`src/core/vlan_filter_pkg.sv`:
```
package vlan_filter_pkg;

   // Switch geometry
   localparam int          NUM_PORTS   = 6;
   localparam int          PORT_W      = 6;
   localparam int          SRC_W       = 3;
   localparam int          DATA_W      = 16;
   localparam int          ADDR_W      = 5;

   // Management addressing: one device address per port
   localparam logic [4:0]  DEV_BASE    = 5'h08;
   localparam logic [4:0]  REG_CTRL    = 5'h04;
   localparam logic [4:0]  REG_MAP     = 5'h06;
   localparam logic [4:0]  REG_PAV     = 5'h0B;

   // Field positions
   localparam int          DB_LSB      = 12;
   localparam int          DB_W        = 4;
   localparam int          TUNNEL_BIT  = 7;
   localparam int          ING_MON_BIT = 15;

   // Reset values of the non-port-dependent fields
   localparam logic [3:0]  DB_RESET    = 4'h0;
   localparam logic        TUNNEL_RST  = 1'b0;
   localparam logic        ING_MON_RST = 1'b0;

   // Read-path state of the management port
   typedef enum logic [1:0] {
      RD_IDLE = 2'b01,
      RD_DATA = 2'b10
   } rd_state_t;

   // One-hot bit of a port inside a six-bit port vector
   function automatic logic [5:0] own_bit(input int p);
      own_bit = 6'(6'h01 << p);
   endfunction

   // Egress mask reset: every port except the port itself
   function automatic logic [5:0] mask_reset(input int p);
      mask_reset = 6'h3F & ~own_bit(p);
   endfunction

endpackage

```
`src/core/port_filter_regs.sv`:
```
`timescale 1ns/1ns
`default_nettype none

module port_filter_regs
   import vlan_filter_pkg::*;
#(
   parameter int PORT = 0
) (
   // Clock and resets
   input  wire logic              clk_i,
   input  wire logic              sys_rst_i,
   input  wire logic              soft_rst_i,
   // Register write port
   input  wire logic              wr_en_i,
   input  wire logic [ADDR_W-1:0] reg_addr_i,
   input  wire logic [DATA_W-1:0] wdata_i,
   // Register contents
   output logic      [PORT_W-1:0] egress_port_mask_o,
   output logic      [DB_W-1:0]   address_database_number_o,
   output logic                   mask_bypass_tunnel_o,
   output logic                   ingress_mirror_o,
   output logic      [PORT_W-1:0] port_association_vector_o
);

   always_ff @(posedge clk_i or posedge sys_rst_i) begin
      if (sys_rst_i) begin
         egress_port_mask_o        <= mask_reset(PORT);
         address_database_number_o <= DB_RESET;
      end else if (soft_rst_i) begin
         egress_port_mask_o        <= mask_reset(PORT);
         address_database_number_o <= DB_RESET;
      end else if (wr_en_i && reg_addr_i == REG_MAP) begin
         // Bits 11:6 are dropped on write
         egress_port_mask_o        <= wdata_i[PORT_W-1:0];
         address_database_number_o <= wdata_i[DB_LSB +: DB_W];
      end
   end

   always_ff @(posedge clk_i or posedge sys_rst_i) begin
      if (sys_rst_i) begin
         mask_bypass_tunnel_o <= TUNNEL_RST;
      end else if (soft_rst_i) begin
         mask_bypass_tunnel_o <= TUNNEL_RST;
      end else if (wr_en_i && reg_addr_i == REG_CTRL) begin
         mask_bypass_tunnel_o <= wdata_i[TUNNEL_BIT];
      end
   end

   always_ff @(posedge clk_i or posedge sys_rst_i) begin
      if (sys_rst_i) begin
         ingress_mirror_o          <= ING_MON_RST;
         port_association_vector_o <= own_bit(PORT);
      end else if (soft_rst_i) begin
         ingress_mirror_o          <= ING_MON_RST;
         port_association_vector_o <= own_bit(PORT);
      end else if (wr_en_i && reg_addr_i == REG_PAV) begin
         ingress_mirror_o          <= wdata_i[ING_MON_BIT];
         port_association_vector_o <= wdata_i[PORT_W-1:0];
      end
   end

endmodule

`default_nettype wire

```
`src/core/port_vlan_egress_filter.sv`:
```
`timescale 1ns/1ns
`default_nettype none

module port_vlan_egress_filter
   import vlan_filter_pkg::*;
(
   // Clock and resets
   input  wire logic              clk_i,
   input  wire logic              sys_rst_i,
   input  wire logic              soft_rst_i,
   // Management register port
   input  wire logic              mgmt_wr_i,
   input  wire logic              mgmt_rd_i,
   input  wire logic [ADDR_W-1:0] mgmt_dev_addr_i,
   input  wire logic [ADDR_W-1:0] mgmt_reg_addr_i,
   input  wire logic [DATA_W-1:0] mgmt_wdata_i,
   output logic      [DATA_W-1:0] mgmt_rdata_o,
   output logic                   mgmt_rvalid_o,
   // Lookup result from the address translation unit
   input  wire logic              lkp_valid_i,
   input  wire logic [SRC_W-1:0]  lkp_src_port_i,
   input  wire logic [PORT_W-1:0] lkp_dest_ports_i,
   input  wire logic              lkp_da_locked_i,
   // Filtered forwarding decision
   output logic                   fwd_valid_o,
   output logic      [PORT_W-1:0] fwd_ports_o,
   output logic      [PORT_W-1:0] fwd_mirror_o,
   output logic      [DB_W-1:0]   fwd_db_num_o
);

   localparam logic [ADDR_W-1:0] DEV_LAST = ADDR_W'(DEV_BASE + NUM_PORTS - 1);

   logic [PORT_W-1:0] mask_a   [NUM_PORTS];
   logic [DB_W-1:0]   db_a     [NUM_PORTS];
   logic              tunnel_a [NUM_PORTS];
   logic              ingmon_a [NUM_PORTS];
   logic [PORT_W-1:0] pav_a    [NUM_PORTS];

   logic              dev_hit;
   logic [SRC_W-1:0]  dev_idx;
   logic [DATA_W-1:0] rdata_d;
   rd_state_t         rd_state_q;

   // Device address decode, one address per port
   assign dev_hit = mgmt_dev_addr_i >= DEV_BASE && mgmt_dev_addr_i <= DEV_LAST;
   assign dev_idx = SRC_W'(mgmt_dev_addr_i - DEV_BASE);

   for (genvar p = 0; p < NUM_PORTS; p++) begin : g_port
      port_filter_regs #(
         .PORT                      (p)
      ) u_regs (
         .clk_i                     (clk_i),
         .sys_rst_i                 (sys_rst_i),
         .soft_rst_i                (soft_rst_i),
         .wr_en_i                   (mgmt_wr_i && dev_hit && dev_idx == SRC_W'(p)),
         .reg_addr_i                (mgmt_reg_addr_i),
         .wdata_i                   (mgmt_wdata_i),
         .egress_port_mask_o        (mask_a[p]),
         .address_database_number_o (db_a[p]),
         .mask_bypass_tunnel_o      (tunnel_a[p]),
         .ingress_mirror_o          (ingmon_a[p]),
         .port_association_vector_o (pav_a[p])
      );
   end

   // Register read image; reserved bits are zero
   always_comb begin
      rdata_d = '0;
      if (dev_hit) begin
         case (mgmt_reg_addr_i)
            REG_MAP: begin
               rdata_d[DB_LSB +: DB_W]  = db_a[dev_idx];
               rdata_d[PORT_W-1:0]      = mask_a[dev_idx];
            end
            REG_CTRL: begin
               rdata_d[TUNNEL_BIT]      = tunnel_a[dev_idx];
            end
            REG_PAV: begin
               rdata_d[ING_MON_BIT]     = ingmon_a[dev_idx];
               rdata_d[PORT_W-1:0]      = pav_a[dev_idx];
            end
            default: begin
               rdata_d = '0;
            end
         endcase
      end
   end

   always_ff @(posedge clk_i or posedge sys_rst_i) begin
      if (sys_rst_i) begin
         rd_state_q   <= RD_IDLE;
         mgmt_rdata_o <= 16'h0000;
      end else begin
         case (rd_state_q)
            RD_IDLE: begin
               if (mgmt_rd_i) begin
                  rd_state_q   <= RD_DATA;
                  mgmt_rdata_o <= rdata_d;
               end
            end
            RD_DATA: begin
               rd_state_q <= RD_IDLE;
               if (mgmt_rd_i) begin
                  rd_state_q   <= RD_DATA;
                  mgmt_rdata_o <= rdata_d;
               end
            end
            default: begin
               rd_state_q <= RD_IDLE;
            end
         endcase
      end
   end

   assign mgmt_rvalid_o = rd_state_q == RD_DATA;

   // Forwarding filter
   logic              src_ok;
   logic [SRC_W-1:0]  src;
   logic              bypass;
   logic [PORT_W-1:0] sel_mask;
   logic [PORT_W-1:0] ports_d;
   logic [PORT_W-1:0] mirror_d;

   assign src_ok   = lkp_src_port_i < SRC_W'(NUM_PORTS);
   assign src      = src_ok ? lkp_src_port_i : '0;
   assign sel_mask = mask_a[src];
   assign bypass   = tunnel_a[src] && lkp_da_locked_i;

   always_comb begin
      ports_d  = '0;
      mirror_d = '0;
      if (src_ok) begin
         // Own bit may be set by software, then hairpin is allowed
         ports_d = bypass ? lkp_dest_ports_i : lkp_dest_ports_i & sel_mask;
         for (int d = 0; d < NUM_PORTS; d++) begin
            if (ports_d[d]) begin
               mirror_d = mirror_d | (pav_a[d] & ~own_bit(d));
            end
         end
         if (ingmon_a[src]) begin
            mirror_d = mirror_d | (pav_a[src] & ~own_bit(int'(src)));
         end
      end
   end

   always_ff @(posedge clk_i or posedge sys_rst_i) begin
      if (sys_rst_i) begin
         fwd_valid_o  <= 1'b0;
         fwd_ports_o  <= 6'h00;
         fwd_mirror_o <= 6'h00;
         fwd_db_num_o <= 4'h0;
      end else begin
         fwd_valid_o <= lkp_valid_i;
         if (lkp_valid_i) begin
            fwd_ports_o  <= ports_d;
            fwd_mirror_o <= mirror_d;
            fwd_db_num_o <= src_ok ? db_a[src] : 4'h0;
         end
      end
   end
endmodule

`default_nettype wire

```
`config.mk`:
```
export PLATFORM = sky130hd
export DESIGN_NAME = port_vlan_egress_filter
export DESIGN_NICKNAME = d
export VERILOG_FILES = /design/src/core/vlan_filter_pkg.sv /design/src/core/port_filter_regs.sv /design/src/core/port_vlan_egress_filter.sv
export SDC_FILE = /design/constraint.sdc
export NUM_CORES = 1
export LEC_CHECK = 0
export BUFFER_PORTS_ARGS = -buffer_cell sky130_fd_sc_hd__buf_2
export CELL_PAD_IN_SITES_DETAIL_PLACEMENT = 0
export CELL_PAD_IN_SITES_GLOBAL_PLACEMENT = 1
export CORE_ASPECT_RATIO = 0.9
export CORE_MARGIN = 2
export CORE_UTILIZATION = 50
export CTS_BUF_LIST = sky130_fd_sc_hd__clkbuf_16
export DETAILED_ROUTE_END_ITERATION = 10
export GPL_TIMING_DRIVEN = 0
export PLACE_DENSITY = 0.94
export SLEW_MARGIN = 20
export SYNTH_ARGS = -nofsm -noshare
export SYNTH_HDL_FRONTEND = slang
export SYNTH_SLANG_ARGS = --single-unit
```
`constraint.sdc`:
```
create_clock -name clk_i -period 5.9 [get_ports clk_i]
set_input_delay 0.295 -clock clk_i [delete_from_list [all_inputs] [get_ports clk_i]]
set_output_delay 0.295 -clock clk_i [all_outputs]
set_load 0.05 [all_outputs]
```
# Yosys cells after proc, flatten, opt, wreduce, memory -nomap -nowiden
# Cells that the tools add are included.
# totals
out_inout_bits,34
ff_bits,143
wordCells,229
input_bits,42
# classes
shift,1
n_bitwise,11
n_reduce_logical,48
order_cmp,5
addsub,1
mux,116
eq_ne,11
# op_table
op,n
6-bit 2-to-1 mux,48
6-bit binary-select mux with 3-bit select,4
4-bit 2-to-1 mux,17
2-bit nonzero test,18
1-bit 2-to-1 mux,33
6-bit OR,5
1-bit logical AND,27
4-bit binary-select mux with 3-bit select,2
16-bit 2-to-1 mux,1
6-bit bitwise AND,2
1-bit binary-select mux with 3-bit select,4
6-bit case mux with 2 select lines,1
5-bit by 3-bit equality test with 1-bit output (second input constant),2
4-bit >= comparator (second input constant),2
3-bit inverter with 4-bit output,2
3-bit by 2-bit equality test with 1-bit output (second input constant),2
3-bit equality test (second input constant),2
3-bit 2-to-1 mux,2
6-bit inverter,1
6-bit by 5-bit OR with 6-bit output,1
1-bit by 3-bit << shifter with 6-bit output (first input constant),1
5-bit by 4-bit equality test with 1-bit output (second input constant),1
5-bit by 4-bit >= comparator with 1-bit output (second input constant),1
5-bit by 4-bit less-or-equal comparator with 1-bit output (second input constant),1
other kinds (12),13

# Depth between registers and ports, before layout
# Gate-level depths: netlist of the first run.
# logic_depth
depth_word,28
ltp_mapped,10
mapped_depth_nobuf,6

# By module
# A second synthesis of the first run with hierarchy kept.
# unflattened
hier_cells,963
hier_area_um2,8923.6
# modules_own_cells
mod,area_per_inst_um2,cells_per_inst,seq_area_each_um2,instances
port_filter_regs,872.1,83,457.9,6
port_vlan_egress_filter,3691.0,465,752.0,1

# Worst setup path after synthesis of the first run
# Ideal clock, no wire load.
# synth_path
path_type,input port to flip-flop
from,in lkp_src_port_i[2]
to,reg fwd_mirror_o[1]
required_ns,5.764
cell_stages,8
arrival_ns,1.613
path_buffers,2
path_slack_ns,4.151
setup_ns,0.136
cell_sequence,buf_2 > and2b_2 > nand2_2 > a31oi_2 > buf_6 > o22ai_1 > a2111oi_2 > a22oi_1
# synth_between
elab_chain_len,28
elab_cells_between_ends,41
classes_between,order compare: 1; shift: 1; mux: 28; bitwise: 10; reduce/logical: 1
# synth_rtl
item,line_no,text
from (decl),port_vlan_egress_filter.sv:21,"input wire logic [SRC_W-1:0] lkp_src_port_i,"
3-bit < comparator,port_vlan_egress_filter.sv:125,assign src_ok = lkp_src_port_i < SRC_W'(NUM_PORTS);
3-bit 2-to-1 mux,port_vlan_egress_filter.sv:126,assign src = src_ok ? lkp_src_port_i : '0;
3-bit inverter with 4-bit output (not written as such),-,
6-bit binary-select mux with 3-bit select or 1-bit binary-select mux with 3-bit select (tied branches),"port_vlan_egress_filter.sv:127, port_vlan_egress_filter.sv:128",
6-bit 2-to-1 mux (not written as such) or 1-bit 2-to-1 mux (tied branches) (2 in a row),"port_vlan_egress_filter.sv:127, port_vlan_egress_filter.sv:128",
6-bit bitwise AND or 1-bit logical AND (tied branches),"port_vlan_egress_filter.sv:135, port_vlan_egress_filter.sv:128",
6-bit 2-to-1 mux,port_vlan_egress_filter.sv:135,ports_d = bypass ? lkp_dest_ports_i : lkp_dest_ports_i & sel_mask;
6-bit 2-to-1 mux,port_vlan_egress_filter.sv:137,if (ports_d[d]) begin
[... 11 more ...],-,
6-bit 2-to-1 mux,port_vlan_egress_filter.sv:137,
6-bit 2-to-1 mux,port_vlan_egress_filter.sv:133,if (src_ok) begin
6-bit by 5-bit OR with 6-bit output,port_vlan_egress_filter.sv:138,mirror_d = mirror_d | (pav_a[d] & ~own_bit(d));
6-bit 2-to-1 mux,port_vlan_egress_filter.sv:137,
6-bit 2-to-1 mux,port_vlan_egress_filter.sv:133,
6-bit OR,port_vlan_egress_filter.sv:142,mirror_d = mirror_d | (pav_a[src] & ~own_bit(int'(src)));
6-bit 2-to-1 mux,port_vlan_egress_filter.sv:141,if (ingmon_a[src]) begin
6-bit 2-to-1 mux (*),port_vlan_egress_filter.sv:133,
to (signal assigned),port_vlan_egress_filter.sv:157,fwd_mirror_o <= mirror_d;
to (decl),port_vlan_egress_filter.sv:27,"output logic [PORT_W-1:0] fwd_mirror_o,"
# Mark *: on every way between the ends. The rest lies on a longest branch, timed or not. The select of a mux whose other input is x is not followed.
# A chain may end at the register's enable or synchronous reset.

==> run metrics, run 1 <==
hold violation total from the final report=0; via count=7,675; clock latency at the later pin of the worst-skew pair=0.43 ns; startpoint-to-endpoint class of the critical path=input pin to flop; number of warning messages in the yosys log=0; P&R area growth vs syn=14.1%; initial antenna violation count=0; mean post-synth cell area=9.50 um2; Num CTS Buffers=17; run status=complete, but fails checks; Total Negative Setup Slacks=0 ns; Crit Reg-Reg Startpoint=g_port[4].u_regs.egress_port_mask_o[4]; total number of nets in the final design=between 1,000 and 1,500; Die Outline Area=around 0.018 mm2; wire length of the first global-routing pass=44,400 um; gp weighted congestion=about 0.98; violated checks=design-rule violations; layout cell share with drive strength beyond 1=22.4%; TritonCTS clock tree=done; floorplan core area=0.0162 mm2; slew at the pin with the worst max-slew slack=0.985 ns; most frequently used cell type in the post-synthesis netlist=sky130_fd_sc_hd__nand2_1; Total GRT Usage=~33%; global route total overflow=0; Crit Path Max Fanout=10; endpoint with the worst hold slack=rd_state_q[1]; reg2reg end=fwd_mirror_o[5]; worst setup slack for register-to-register paths=approximately 3.9 ns; sequential area share after synthesis=between 40% and 50%; violation count after the first detailed-route iteration=roughly 1,100; DR DRC count=9; metal2 WL=12,300 um; Final Max Tran Viols=0; switching part of the total power=about 28%; min Tclk post-route=roughly 2.2 ns; combinational group share of total power=between 10% and 20%; Pwr per Cell Area=241 mW/mm2; hold-critical path depth=2; fin worst setup slack=approximately 3.7 ns; Worst Setup End Kind=flop; Total Routed Length=28,400 um; Final Setup Violations=0; count of different cell masters after synthesis=69; worst slew margin relative to its limit=34.3%; Worst Setup Slack post-DPL=3.46 ns; number of optimization iterations in the first detailed-route pass=9; number of enable flip-flop cells after synthesis=0; Highest Clock Rate=roughly 450 MHz; mapped cell area=~0.0083 mm2; path type of the worst min-delay path=input pin to flop; top_reg_cell synth=sky130_fd_sc_hd__dfrtp_1; met3 WL post-DR=3170 um; Min-Delay Startpoint=mgmt_rd_i; power spent charging and discharging nets=632 uW; via count of the first global-routing pass=around 7,400; cell taking the most area after synthesis=sky130_fd_sc_hd__dfrtp_1; setup repair after global routing missed its margin=false; Clock Root Buffer=sky130_fd_sc_hd__clkbuf_16; remaining antenna violation count=0; clock network fraction of design power=44.1%; maximum number of pins on one net before global-route repair=77; Top Metal Used=met4; post-synth top area share=30.3%; Post-DP Area=0.00894 mm2; part of the total power dissipated in sequential elements=42.4%; routed len/inst=24.0 um; Internal Pwr Total=roughly 1.7 mW; Req. time, crit path=6.20 ns; count of max-cap constraint violations=0; worst path arrival time=around 2.5 ns; critical path startpoint category=input pin; leading post-synthesis cells by instance count=sky130_fd_sc_hd__nand2_1, sky130_fd_sc_hd__dfrtp_1, sky130_fd_sc_hd__nand3_1; clock slew at reported path FFs=0.06 ns; fraction of registers with async set or reset after synthesis=100%; floorplan row count=44; count of buffers inserted at the top-level ports=60; Die Span X=140 um; synthesized flop and latch total=138; number of sinks driven by the clock tree=138; design area=0.00951 mm2; worst supply voltage drop on vdd=0.178 mV; met1 layer wirelength in the final routing=between 10,000 and 15,000 um; post-detailed-route via-to-cell ratio=6.49; die height=between 100 and 150 um; Final Cycle Share=a little under two fifths; detailed placer's ending HPWL=20,900 um; starting utilization of the core area=between 50% and 60%; LEAKAGE=3.96 nW; Post-Route Skew=0.00623 ns; largest cells by area after synthesis=sky130_fd_sc_hd__dfrtp_1, sky130_fd_sc_hd__dfstp_2, sky130_fd_sc_hd__mux2i_1; Fin Hold WS=0.0970 ns; maximum level of the CTS H-tree=4; Register-to-Register Path Depth=6; synthesized netlist cell count=between 800 and 900; count of instances resized after the clock tree is built=0; # diodes=0; buffers from clock root to sink, at most=2; top-level I/O count=76
[registers in the layout (all words and copies together), names as in the netlist]
signal / flops
fwd_valid_o: 1
fwd_ports_o: 6
g_port.u_regs.address_database_number_o: 24
fwd_mirror_o: 6
g_port.u_regs.ingress_mirror_o: 6
rd_state_q: 2
mgmt_rdata_o: 11
fwd_db_num_o: 4
g_port.u_regs.egress_port_mask_o: 36
g_port.u_regs.port_association_vector_o: 36
g_port.u_regs.mask_bypass_tunnel_o: 6
[through the flow]
| step | util, % | total power [mW] | std cells |
|---|---|---|---|
| final | 58.6 | 2.29 | 1183 |
| after global routing | 58.6 | 2.36 | 1183 |
| after CTS | 58.6 | 2.29 | 1183 |
| after detailed placement | 55.1 | 1.29 | 1149 |
| after global placement | 54.9 | 1.29 | 1148 |
| after floorplan | - | 1.19 | 881 |
[cell families after synthesis]
logic type                 Yosys count  share of synthesized area (%)
AOI/OAI and AO/OA                  201                           16.7
adders and majority gates            2                          0.300
buffers and inverters              104                           6.18
DFF                                138                           42.0
muxes                               99                           15.0
other                                1                         0.0450
and+or+nand+nor                    332                           19.8
[cell usage in the layout, fill, tap and decap left out, types with 17 or more instances in the layout]
cell type,Yosys,layout
sky130_fd_sc_hd__o21ai_0,17,17
sky130_fd_sc_hd__nand3_1,73,73
sky130_fd_sc_hd__o22ai_1,30,30
sky130_fd_sc_hd__clkbuf_16,0,17
sky130_fd_sc_hd__mux2i_1,71,71
sky130_fd_sc_hd__nor2b_1,20,20
sky130_fd_sc_hd__mux4_2,20,20
sky130_fd_sc_hd__buf_2,19,79
sky130_fd_sc_hd__nand3b_1,25,25
sky130_fd_sc_hd__dfstp_2,37,37
sky130_fd_sc_hd__clkbuf_1,32,32
sky130_fd_sc_hd__a21oi_1,67,67
sky130_fd_sc_hd__nor2_1,47,47
sky130_fd_sc_hd__nand2_1,123,123
sky130_fd_sc_hd__dfrtp_1,101,101
sky130_fd_sc_hd__inv_1,27,31
[worst max path at each step]
stage / startpoint / to / slack [ns]
global route: lkp_valid_i / fwd_mirror_o[0] / 3.57
finish: lkp_valid_i / fwd_mirror_o[0] / 3.69
detailed placement: lkp_src_port_i[0] / fwd_mirror_o[5] / 3.46
CTS: lkp_valid_i / fwd_mirror_o[0] / 3.74
global placement: sys_rst_i / g_port[5].u_regs.port_association_vector_o[0] / 0.37
floorplan: sys_rst_i / fwd_db_num_o[0] / 1.97
[worst max-delay path: stages]
cell                            delay [ns]
sky130_fd_sc_hd__dlygate4sd3_1        0.53
sky130_fd_sc_hd__buf_2                0.11
sky130_fd_sc_hd__clkbuf_1             0.44
sky130_fd_sc_hd__inv_1                0.24
sky130_fd_sc_hd__clkbuf_1             0.38
sky130_fd_sc_hd__a2111oi_2            0.39
sky130_fd_sc_hd__a31oi_1              0.13
[metal layers]
layer | vias up | track usage, %
met5 | - | 0
met4 | 0 | 14.1
met3 | 67 | 7.13
met2 | 508 | 48.6
met1 | 3755 | 47.9
li1 | 3345 | -
[area by class of cell]
| type | count | area [um2] |
|---|---|---|
| clock buffer | 17 | 425 |
| sequential | 138 | 3500 |
| inverter | 29 | 116 |
| clock inverter | 15 | 120 |
| buffer | 75 | 407 |
| fill | 1407 | 6730 |
| tap | 207 | 259 |
| multi-input combinational | 639 | 4340 |
| timing repair buffer | 63 | 348 |
[power groups by stage]
| stage | Sequential (mW) | Combinational, mW | Clock, mW |
|---|---|---|---|
| 2_1_floorplan | 1.01 | 0.179 | 0 |
| 3_3_place_gp | 0.986 | 0.299 | 0 |
| 3_5_place_dp | 0.987 | 0.302 | 0 |
| 4_1_cts | 0.971 | 0.306 | 1.01 |
| 5_1_grt | 0.972 | 0.331 | 1.05 |
| 6_report | 0.971 | 0.310 | 1.01 |
[timing repair]
| action | CTS | global route |
|---|---|---|
| hold endpoints to repair | 40 | 0 |
| buffers inserted | 0 | 0 |
| hold buffers | 2 | 0 |
(Power assumes the default switching activity.)
==> run 2, diff against run 1 <==
Settings changed: ABC_AREA from default to 1, CORE_UTILIZATION 50 to 39, PLACE_DENSITY 0.94 to 0.85.
Clock period 5.9 ns to 1.94 ns, I/O delays scaled along.
==> run metrics, run 2 <==
path type of the worst min-delay path=input pin to flop (unchanged); worst supply voltage drop on vdd=0.594 mV (was 0.178 mV); top-level I/O count=76 (unchanged); LEAKAGE=4.37 nW (was 3.96 nW); mean post-synth cell area=7.43 um2 (was 9.50 um2); clock latency at the later pin of the worst-skew pair=0.43 ns (about the same); fraction of registers with async set or reset after synthesis=100% (unchanged); DR DRC count=0 (was 9); leading post-synthesis cells by instance count=sky130_fd_sc_hd__nand2_1, sky130_fd_sc_hd__o21ai_0, sky130_fd_sc_hd__inv_1 (was sky130_fd_sc_hd__nand2_1, sky130_fd_sc_hd__dfrtp_1, sky130_fd_sc_hd__nand3_1); starting utilization of the core area=39.4% (was 51.3%); mapped cell area=0.00751 mm2 (was 0.00834 mm2); final cell utilization of the core=46.9% (was 58.6%); Internal Pwr Total=5.64 mW (was 1.66 mW); TritonCTS clock tree=done (unchanged); multi-input logic area=0.00339 mm2 (was 0.00434 mm2); Register-to-Register Path Depth=6 (unchanged); Total GRT Usage=28.7% (was 33.2%); Min-Delay Startpoint=lkp_dest_ports_i[1] (was mgmt_rd_i); post-detailed-route via-to-cell ratio=5.63 (was 6.49); Die Span X=150 um (was 140 um); via count=7,710 (was 7,675); clock network fraction of design power=40.4% (was 44.1%); number of warning messages in the yosys log=0 (unchanged); Highest Clock Rate=525 MHz; initial antenna violation count=0 (unchanged); number of sinks driven by the clock tree=138 (unchanged); global route total overflow=0 (unchanged); number of cells in the finished layout apart from fillers=1,369 (was 1,183); synthesized netlist cell count=1,011 (was 877); endpoint with the worst hold slack=fwd_ports_o[1] (was rd_state_q[1]); routed len/inst=20.8 um (was 24.0 um); FILL cells=1,917 (was 1,407); sequential cell area=0.00350 mm2 (unchanged); sequential area share after synthesis=46.6% (was 42.0%); DP Cell Count=1,333 (was 1,149); P&R area growth vs syn=19.0% (was 14.1%); count of buffers inserted at the top-level ports=63 (was 60); Crit Path Max Fanout=10 (unchanged); power spent charging and discharging nets=2.72 mW (was 632 uW); post-synth top area share=33.7% (was 30.3%); Setup Fix Bufs, Post-CTS=0 (unchanged); detailed placer's ending HPWL=20,400 um (was 20,900 um); Post-Route Skew=0.00834 ns (was 0.00623 ns); Total Routed Length=28,400 um (about the same); die height=136 um (was 126 um); Final Cycle Share=98.2%; gp weighted congestion=0.977 (was 0.983); Cell Chain, Critical Path=buf_2 > inv_1 > clkbuf_1 > clkbuf_1 > o21ai_0 > o32ai_1 > nand2_1 > nand2_1 (was dlygate4sd3_1 > buf_2 > clkbuf_1 > inv_1 > clkbuf_1 > a2111oi_2 > a31oi_1); part of the total power dissipated in sequential elements=40.2% (was 42.4%); Clock Root Buffer=sky130_fd_sc_hd__clkbuf_16 (unchanged); count of different cell masters after synthesis=39 (was 69); floorplan core area=0.0190 mm2 (was 0.0162 mm2); total number of nets in the final design=1,150 (was 1,007); floorplan row count=48 (was 44); count of max-cap constraint violations=0 (unchanged); number of enable flip-flop cells after synthesis=0 (unchanged); design area=0.00894 mm2 (was 0.00951 mm2); # diodes=0 (unchanged); layout cell share with drive strength beyond 1=15.9% (was 22.4%); most frequently used cell type in the post-synthesis netlist=sky130_fd_sc_hd__nand2_1 (unchanged); Final Max Tran Viols=0 (unchanged); delay of the slowest cell on the worst path=0.60 ns (was 0.53 ns); Crit Reg-Reg Startpoint=g_port[0].u_regs.egress_port_mask_o[0] (was g_port[4].u_regs.egress_port_mask_o[4]); biggest registers after layout=g_port.u_regs.egress_port_mask_o x36, g_port.u_regs.port_association_vector_o x36, g_port.u_regs.address_database_number_o x24 (unchanged); remaining antenna violation count=0 (unchanged); critical path startpoint category=input pin (unchanged); number of optimization iterations in the first detailed-route pass=10 (was 9); Pwr per Cell Area=935 mW/mm2 (was 241 mW/mm2); clock slew at reported path FFs=0.06 ns (about the same); setup repair after global routing missed its margin=false (unchanged); violation count after the first detailed-route iteration=860 (was 1,057); min Tclk post-route=about 1.9 ns; maximum number of pins on one net before global-route repair=34 (was 77); Num CTS Buffers=17 (unchanged); commonest non-fill, non-tap cells in the layout=sky130_fd_sc_hd__nand2_1, sky130_fd_sc_hd__o21ai_0, sky130_fd_sc_hd__inv_1, sky130_fd_sc_hd__dfrtp_1, sky130_fd_sc_hd__buf_2 (was sky130_fd_sc_hd__nand2_1, sky130_fd_sc_hd__dfrtp_1, sky130_fd_sc_hd__buf_2, sky130_fd_sc_hd__nand3_1, sky130_fd_sc_hd__mux2i_1); combinational group share of total power=19.4% (was 13.5%); Post-DP Area=0.00826 mm2 (was 0.00894 mm2); worst setup slack for register-to-register paths=0.08 ns (was 3.88 ns); wire length of the first global-routing pass=42,600 um (was 44,400 um); cell type of the slowest stage on the worst timing path=sky130_fd_sc_hd__clkbuf_1 (was sky130_fd_sc_hd__dlygate4sd3_1); Worst Setup End Kind=flop (unchanged); reg2reg end=mgmt_rdata_o[0] (was fwd_mirror_o[5]); leading cell type in the layout, fill and taps excluded=sky130_fd_sc_hd__nand2_1 (unchanged); switching part of the total power=32.5% (was 27.6%); top_reg_cell synth=sky130_fd_sc_hd__dfrtp_1 (unchanged); via count of the first global-routing pass=7,229 (was 7,355); maximum level of the CTS H-tree=4 (unchanged); worst slew margin relative to its limit=45.5% (was 34.3%); run status=completed (was complete, but fails checks); hold-critical path depth=2 (unchanged); Req. time, crit path=2.31 ns (was 6.20 ns); worst path arrival time=2.27 ns (was 2.51 ns); Die Outline Area=0.0204 mm2 (was 0.0177 mm2); slew at the pin with the worst max-slew slack=0.818 ns (was 0.985 ns); largest cells by area after synthesis=sky130_fd_sc_hd__dfrtp_1, sky130_fd_sc_hd__nand2_1, sky130_fd_sc_hd__dfstp_2 (was sky130_fd_sc_hd__dfrtp_1, sky130_fd_sc_hd__dfstp_2, sky130_fd_sc_hd__mux2i_1); cell taking the most area after synthesis=sky130_fd_sc_hd__dfrtp_1 (unchanged); synthesized flop and latch total=138 (unchanged); hold violation total from the final report=0 (unchanged); Final Setup Violations=0 (unchanged); buffers from clock root to sink, at most=2 (unchanged); startpoint-to-endpoint class of the critical path=input pin to flop (unchanged)
## run 2: cell types whose count changed after synthesis, moves of 10 or more
| cell | previous run | this run |
|---|---|---|
| sky130_fd_sc_hd__nand3_1 | 73 | 47 |
| sky130_fd_sc_hd__mux4_2 | 20 | 0 |
| sky130_fd_sc_hd__a211o_1 | 12 | 0 |
| sky130_fd_sc_hd__inv_1 | 27 | 107 |
| sky130_fd_sc_hd__nand3b_1 | 25 | 0 |
| sky130_fd_sc_hd__mux2i_1 | 71 | 0 |
| sky130_fd_sc_hd__o21ai_0 | 17 | 162 |
| sky130_fd_sc_hd__o22ai_1 | 30 | 15 |
| sky130_fd_sc_hd__buf_2 | 19 | 8 |
| sky130_fd_sc_hd__a21oi_1 | 67 | 24 |
| sky130_fd_sc_hd__o211ai_1 | 0 | 16 |
| sky130_fd_sc_hd__nor2b_1 | 20 | 0 |
| sky130_fd_sc_hd__nand2b_1 | 10 | 0 |
| sky130_fd_sc_hd__nand2_1 | 123 | 329 |
## run 2: what timing repair did
item | 4_1_cts | 5_1_grt
setup endpoints to repair | 11 | 8
resized for setup | 3 | 15
hold endpoints to repair | 46 | 0
hold buffers | 4 | 0
## run 2: cell type report
cell class | count | area share, %
sequential | 138 | 39.2
buffer | 52 | 2.76
clock buffer | 17 | 4.76
multi-input combinational | 713 | 37.9
clock inverter | 15 | 1.97
tap | 250 | 3.50
timing repair buffer | 72 | 5.18
inverter | 112 | 4.75
## run 2: power groups by stage
stage	sequential, mW	combinational [mW]	clock, mW
after floorplan	3.53	0.854	0
after global placement	3.40	1.52	0
after detailed placement	3.40	1.57	0
after CTS	3.35	1.58	3.39
after global routing	3.39	1.76	3.51
final	3.36	1.62	3.38
## run 2: critical path, delay by kind of cell
family,cells,cell delay [ns]
AO/OA/AOI/OAI,2,0.59
AND/OR/NAND/NOR,2,0.21
buffers and inverters,4,1.37
## run 2: worst max path at each step
stage                             startpoint               end  slack (ns)  cells past startpoint
final                     mgmt_dev_addr_i[2]   mgmt_rdata_o[4]        0.04                      8
after global routing           rd_state_q[0]  mgmt_rdata_o[12]       0.001                      7
after CTS                 mgmt_dev_addr_i[1]   mgmt_rdata_o[0]        0.04                      9
after detailed placement  mgmt_dev_addr_i[0]  mgmt_rdata_o[15]       -0.39                      9
after global placement             sys_rst_i    fwd_ports_o[0]       -0.86                      2
after floorplan                    sys_rst_i   fwd_db_num_o[0]        0.15                      1
## run 2: logic make-up after synthesis
logic type / Yosys count / share of synthesized area, %
adders and majority gates: 2 / 0.333
buffers and inverters: 164 / 8.78
AOI/OAI and AO/OA: 267 / 20.8
DFF: 138 / 46.6
other: 1 / 0.0499
and+or+nand+nor: 439 / 23.5
## run 2: per-layer routing
metal	GRT usage, %	vias up	routed length, um	part of all wire [%]
met4	11.9	0	971	3.4
met5	0	-	0	0
li1	-	3531	-	-
met1	40.4	3690	12300	43
met2	41.6	415	12200	43
met3	7.68	74	2990	11
## run 2: metrics by stage
step / worst slack (ns) / TNS (ns) / power [mW] / hold slack (ns)
after detailed placement: -0.395 / -9.03 / 4.96 / 0.0848
after global placement: -0.856 / -101.20 / 4.92 / 0.223
after floorplan: 0.152 / 0 / 4.38 / 0.128
final: 0.0354 / 0 / 8.36 / 0.0275
after CTS: 0.0365 / 0 / 8.32 / 0.0165
after global routing: 0.00111 / 0 / 8.66 / 0.0321
==> run 3, diff against run 2 <==
Settings changed: CORE_UTILIZATION 39 to 40, PLACE_DENSITY 0.85 to 0.87, SYNTH_HIERARCHICAL from default to 1.
==> run metrics, run 3 <==
run status=completed (unchanged); min Tclk post-route=1.87 ns (was 1.90 ns); clock latency at the later pin of the worst-skew pair=0.43 ns (about the same); count of buffers inserted at the top-level ports=63 (unchanged); Highest Clock Rate=534 MHz (was 525 MHz); fin worst setup slack=0.0672 ns (was 0.0354 ns); Total Routed Length=34,400 um (was 28,400 um); violation count after the first detailed-route iteration=1,021 (was 860); number of warning messages in the yosys log=6 (was 0); worst setup slack for register-to-register paths=0.07 ns (was 0.08 ns); count of different cell masters after synthesis=43 (was 39); LEAKAGE=5.51 nW (was 4.37 nW); slew at the pin with the worst max-slew slack=0.789 ns (was 0.818 ns); Num CTS Buffers=17 (unchanged); hold violation total from the final report=0 (unchanged); number of enable flip-flop cells after synthesis=0 (unchanged); Worst Setup End Kind=flop (unchanged); DR DRC count=0 (unchanged); Pwr per Cell Area=809 mW/mm2 (was 935 mW/mm2); Register-to-Register Path Depth=10 (was 6); buffers from clock root to sink, at most=2 (unchanged); Internal Pwr Total=5.78 mW (was 5.64 mW); synthesized flop and latch total=138 (unchanged); via count=9,358 (was 7,710); post-synth top area share=28.4% (was 33.7%); worst path arrival time=2.24 ns (was 2.27 ns); Post-Route Skew=0.00972 ns (was 0.00834 ns); hold-critical path depth=2 (unchanged); total number of nets in the final design=1,420 (was 1,150); setup repair after global routing missed its margin=false (unchanged); # diodes=0 (unchanged); layout cell share with drive strength beyond 1=19.2% (was 15.9%); Worst Setup Slack post-DPL=-0.541 ns (was -0.395 ns); Final Setup Violations=0 (unchanged); critical path startpoint category=flop (was input pin); switching part of the total power=30.7% (was 32.5%); count of max-cap constraint violations=0 (unchanged); detailed placer's ending HPWL=25,300 um (was 20,400 um); sequential area share after synthesis=39.4% (was 46.6%); remaining antenna violation count=0 (unchanged); maximum level of the CTS H-tree=4 (unchanged); top_reg_cell synth=sky130_fd_sc_hd__dfrtp_1 (unchanged); Total GRT Usage=29.6% (was 28.7%); most frequently used cell type in the post-synthesis netlist=sky130_fd_sc_hd__nand2_1 (unchanged); floorplan row count=51 (was 48); P&R area growth vs syn=16.0% (was 19.0%); startpoint-to-endpoint class of the critical path=flop to flop (was input pin to flop); power spent charging and discharging nets=2.57 mW (was 2.72 mW); worst supply voltage drop on vdd=0.500 mV (was 0.594 mV); number of sinks driven by the clock tree=138 (unchanged); initial antenna violation count=1 (was 0); post-detailed-route via-to-cell ratio=5.57 (was 5.63); cell taking the most area after synthesis=sky130_fd_sc_hd__dfrtp_1 (unchanged); floorplan core area=0.0217 mm2 (was 0.0190 mm2); maximum number of pins on one net before global-route repair=31 (was 34); die height=145 um (was 136 um); Crit Reg-Reg Startpoint=rd_state_q[0] (was g_port[0].u_regs.egress_port_mask_o[0]); Die Outline Area=0.0234 mm2 (was 0.0204 mm2); synthesized netlist cell count=1,285 (was 1,011); FILL cells=2,239 (was 1,917); combinational group share of total power=17.8% (was 19.4%); largest cells by area after synthesis=sky130_fd_sc_hd__dfrtp_1, sky130_fd_sc_hd__nand2_1, sky130_fd_sc_hd__dfstp_2 (unchanged); clock slew at reported path FFs=0.06 ns (about the same); Min-Delay Startpoint=lkp_dest_ports_i[3] (was lkp_dest_ports_i[1]); reg2reg end=mgmt_rdata_o[4] (was mgmt_rdata_o[0]); number of optimization iterations in the first detailed-route pass=6 (was 10); path type of the worst min-delay path=input pin to flop (unchanged); gp weighted congestion=1.03 (was 0.977); worst slew margin relative to its limit=47.3% (was 45.5%); global route total overflow=0 (unchanged); via count of the first global-routing pass=8,423 (was 7,229); commonest non-fill, non-tap cells in the layout=sky130_fd_sc_hd__nand2_1, sky130_fd_sc_hd__nand3_1, sky130_fd_sc_hd__inv_1, sky130_fd_sc_hd__dfrtp_1, sky130_fd_sc_hd__nor2_1 (was sky130_fd_sc_hd__nand2_1, sky130_fd_sc_hd__o21ai_0, sky130_fd_sc_hd__inv_1, sky130_fd_sc_hd__dfrtp_1, sky130_fd_sc_hd__buf_2); wire length of the first global-routing pass=52,000 um (was 42,600 um); mean post-synth cell area=6.92 um2 (was 7.43 um2); leading cell type in the layout, fill and taps excluded=sky130_fd_sc_hd__nand2_1 (unchanged); biggest registers after layout=g_port.u_regs/egress_port_mask_o x36, g_port.u_regs/port_association_vector_o x36, g_port.u_regs/address_database_number_o x24 (was g_port.u_regs.egress_port_mask_o x36, g_port.u_regs.port_association_vector_o x36, g_port.u_regs.address_database_number_o x24); routed len/inst=20.5 um (was 20.8 um); Req. time, crit path=2.31 ns (about the same); Crit Path Max Fanout=5 (was 10); Final Max Tran Viols=0 (unchanged); top-level I/O count=76 (unchanged); Clock Root Buffer=sky130_fd_sc_hd__clkbuf_16 (unchanged); Die Span X=161 um (was 150 um); TritonCTS clock tree=done (unchanged); Final Cycle Share=96.5% (was 98.2%); starting utilization of the core area=41.0% (was 39.4%); clock network fraction of design power=42.8% (was 40.4%); part of the total power dissipated in sequential elements=39.3% (was 40.2%); final cell utilization of the core=47.5% (was 46.9%); leading post-synthesis cells by instance count=sky130_fd_sc_hd__nand2_1, sky130_fd_sc_hd__nand3_1, sky130_fd_sc_hd__inv_1 (was sky130_fd_sc_hd__nand2_1, sky130_fd_sc_hd__o21ai_0, sky130_fd_sc_hd__inv_1); fraction of registers with async set or reset after synthesis=100% (unchanged); mapped cell area=0.00889 mm2 (was 0.00751 mm2); endpoint with the worst hold slack=fwd_ports_o[3] (was fwd_ports_o[1])
[run 3: cell count changes in the layout (fill, tap and decap cells not counted), sizes merged, moves of 27 or more]
cell | previous run | this run
or2 | 1 | 31
nand2 | 340 | 450
inv | 112 | 139
nand3 | 47 | 194
nand4 | 2 | 31
nor2 | 45 | 112
o21ai | 164 | 47
[run 3: critical path, stage by stage (launching register included)]
cell and delay (ns):
sky130_fd_sc_hd__dfstp_2 0.53, sky130_fd_sc_hd__inv_1 0.05, sky130_fd_sc_hd__ha_1 0.30, sky130_fd_sc_hd__nor2_2 0.11, sky130_fd_sc_hd__inv_2 0.09, sky130_fd_sc_hd__nor2_4 0.11
sky130_fd_sc_hd__inv_2 0.07, sky130_fd_sc_hd__nor3_4 0.16, sky130_fd_sc_hd__buf_6 0.16, sky130_fd_sc_hd__o21ai_1 0.13, sky130_fd_sc_hd__nand3_1 0.10
[run 3: layout make-up]
class                      count  area (um2)  share of cell area, %
multi-input combinational    956        4590                   44.5
sequential                   138        3500                   33.9
inverter                     140         526                   5.10
clock buffer                  17         425                   4.13
timing repair buffer          68         368                   3.57
tap                          291         364                   3.53
buffer                        55         335                   3.25
clock inverter                15         208                   2.01
[run 3: power groups by stage]
stage / Combinational, mW / Clock (mW) / Sequential, mW
final: 1.49 / 3.57 / 3.28
after global routing: 1.63 / 3.74 / 3.29
after CTS: 1.47 / 3.61 / 3.27
after detailed placement: 1.44 / 0 / 3.32
after global placement: 1.42 / 0 / 3.32
after floorplan: 0.856 / 0 / 3.34
[run 3: what timing repair did]
action | CTS | global route
setup buffers | 2 | 0
endpoints found under the setup margin | 10 | 24
pin swaps | 1 | 4
gates resized for setup | 11 | 6
endpoints found under the hold margin | 103 | 0
hold buffers | 3 | 0
[run 3: metrics by stage]
step / TNS (ns) / hold slack (ns) / cell area, um2 / total power, mW / instances
after CTS: 0 / 0.0114 / 10300 / 8.35 / 1680
after global routing: 0 / 0.0278 / 10300 / 8.66 / 1680
final: 0 / 0.0177 / 10300 / 8.34 / 1680
after detailed placement: -9.11 / 0.226 / 9580 / 4.76 / 1643
after global placement: -8.44 / 0.223 / 9580 / 4.74 / 1643
after floorplan: 0 / 0.0312 / 8900 / 4.20 / 1289
[run 3: cell families after synthesis]
family	after synthesis	share of synthesized area [%]
and+or+nand+nor	825	41.5
DFF	138	39.4
adders and majority gates	2	0.281
buffers and inverters	195	9.68
AOI/OAI and AO/OA	124	9.14
other	1	0.0422
[run 3: how the worst max path moves through the flow]
| stage | startpoint | to | cells after the start |
|---|---|---|---|
| floorplan | rd_state_q[0] | mgmt_rdata_o[15] | 9 |
| global placement | rd_state_q[0] | mgmt_rdata_o[5] | 9 |
| detailed placement | rd_state_q[0] | mgmt_rdata_o[4] | 9 |
| CTS | rd_state_q[0] | mgmt_rdata_o[1] | 10 |
| global route | rd_state_q[0] | mgmt_rdata_o[4] | 10 |
| finish | rd_state_q[0] | mgmt_rdata_o[4] | 10 |
[run 3: metal layers]
layer / part of all wire, % / track usage (%) / up-vias / wire [um]
met5: 0.044 / 0 / - / 15
met4: 3.8 / 11.6 / 2 / 1320
met3: 11 / 5.81 / 75 / 3650
met2: 42 / 42.1 / 512 / 14400
met1: 44 / 44.2 / 4399 / 15100
li1: - / - / 4370 / -
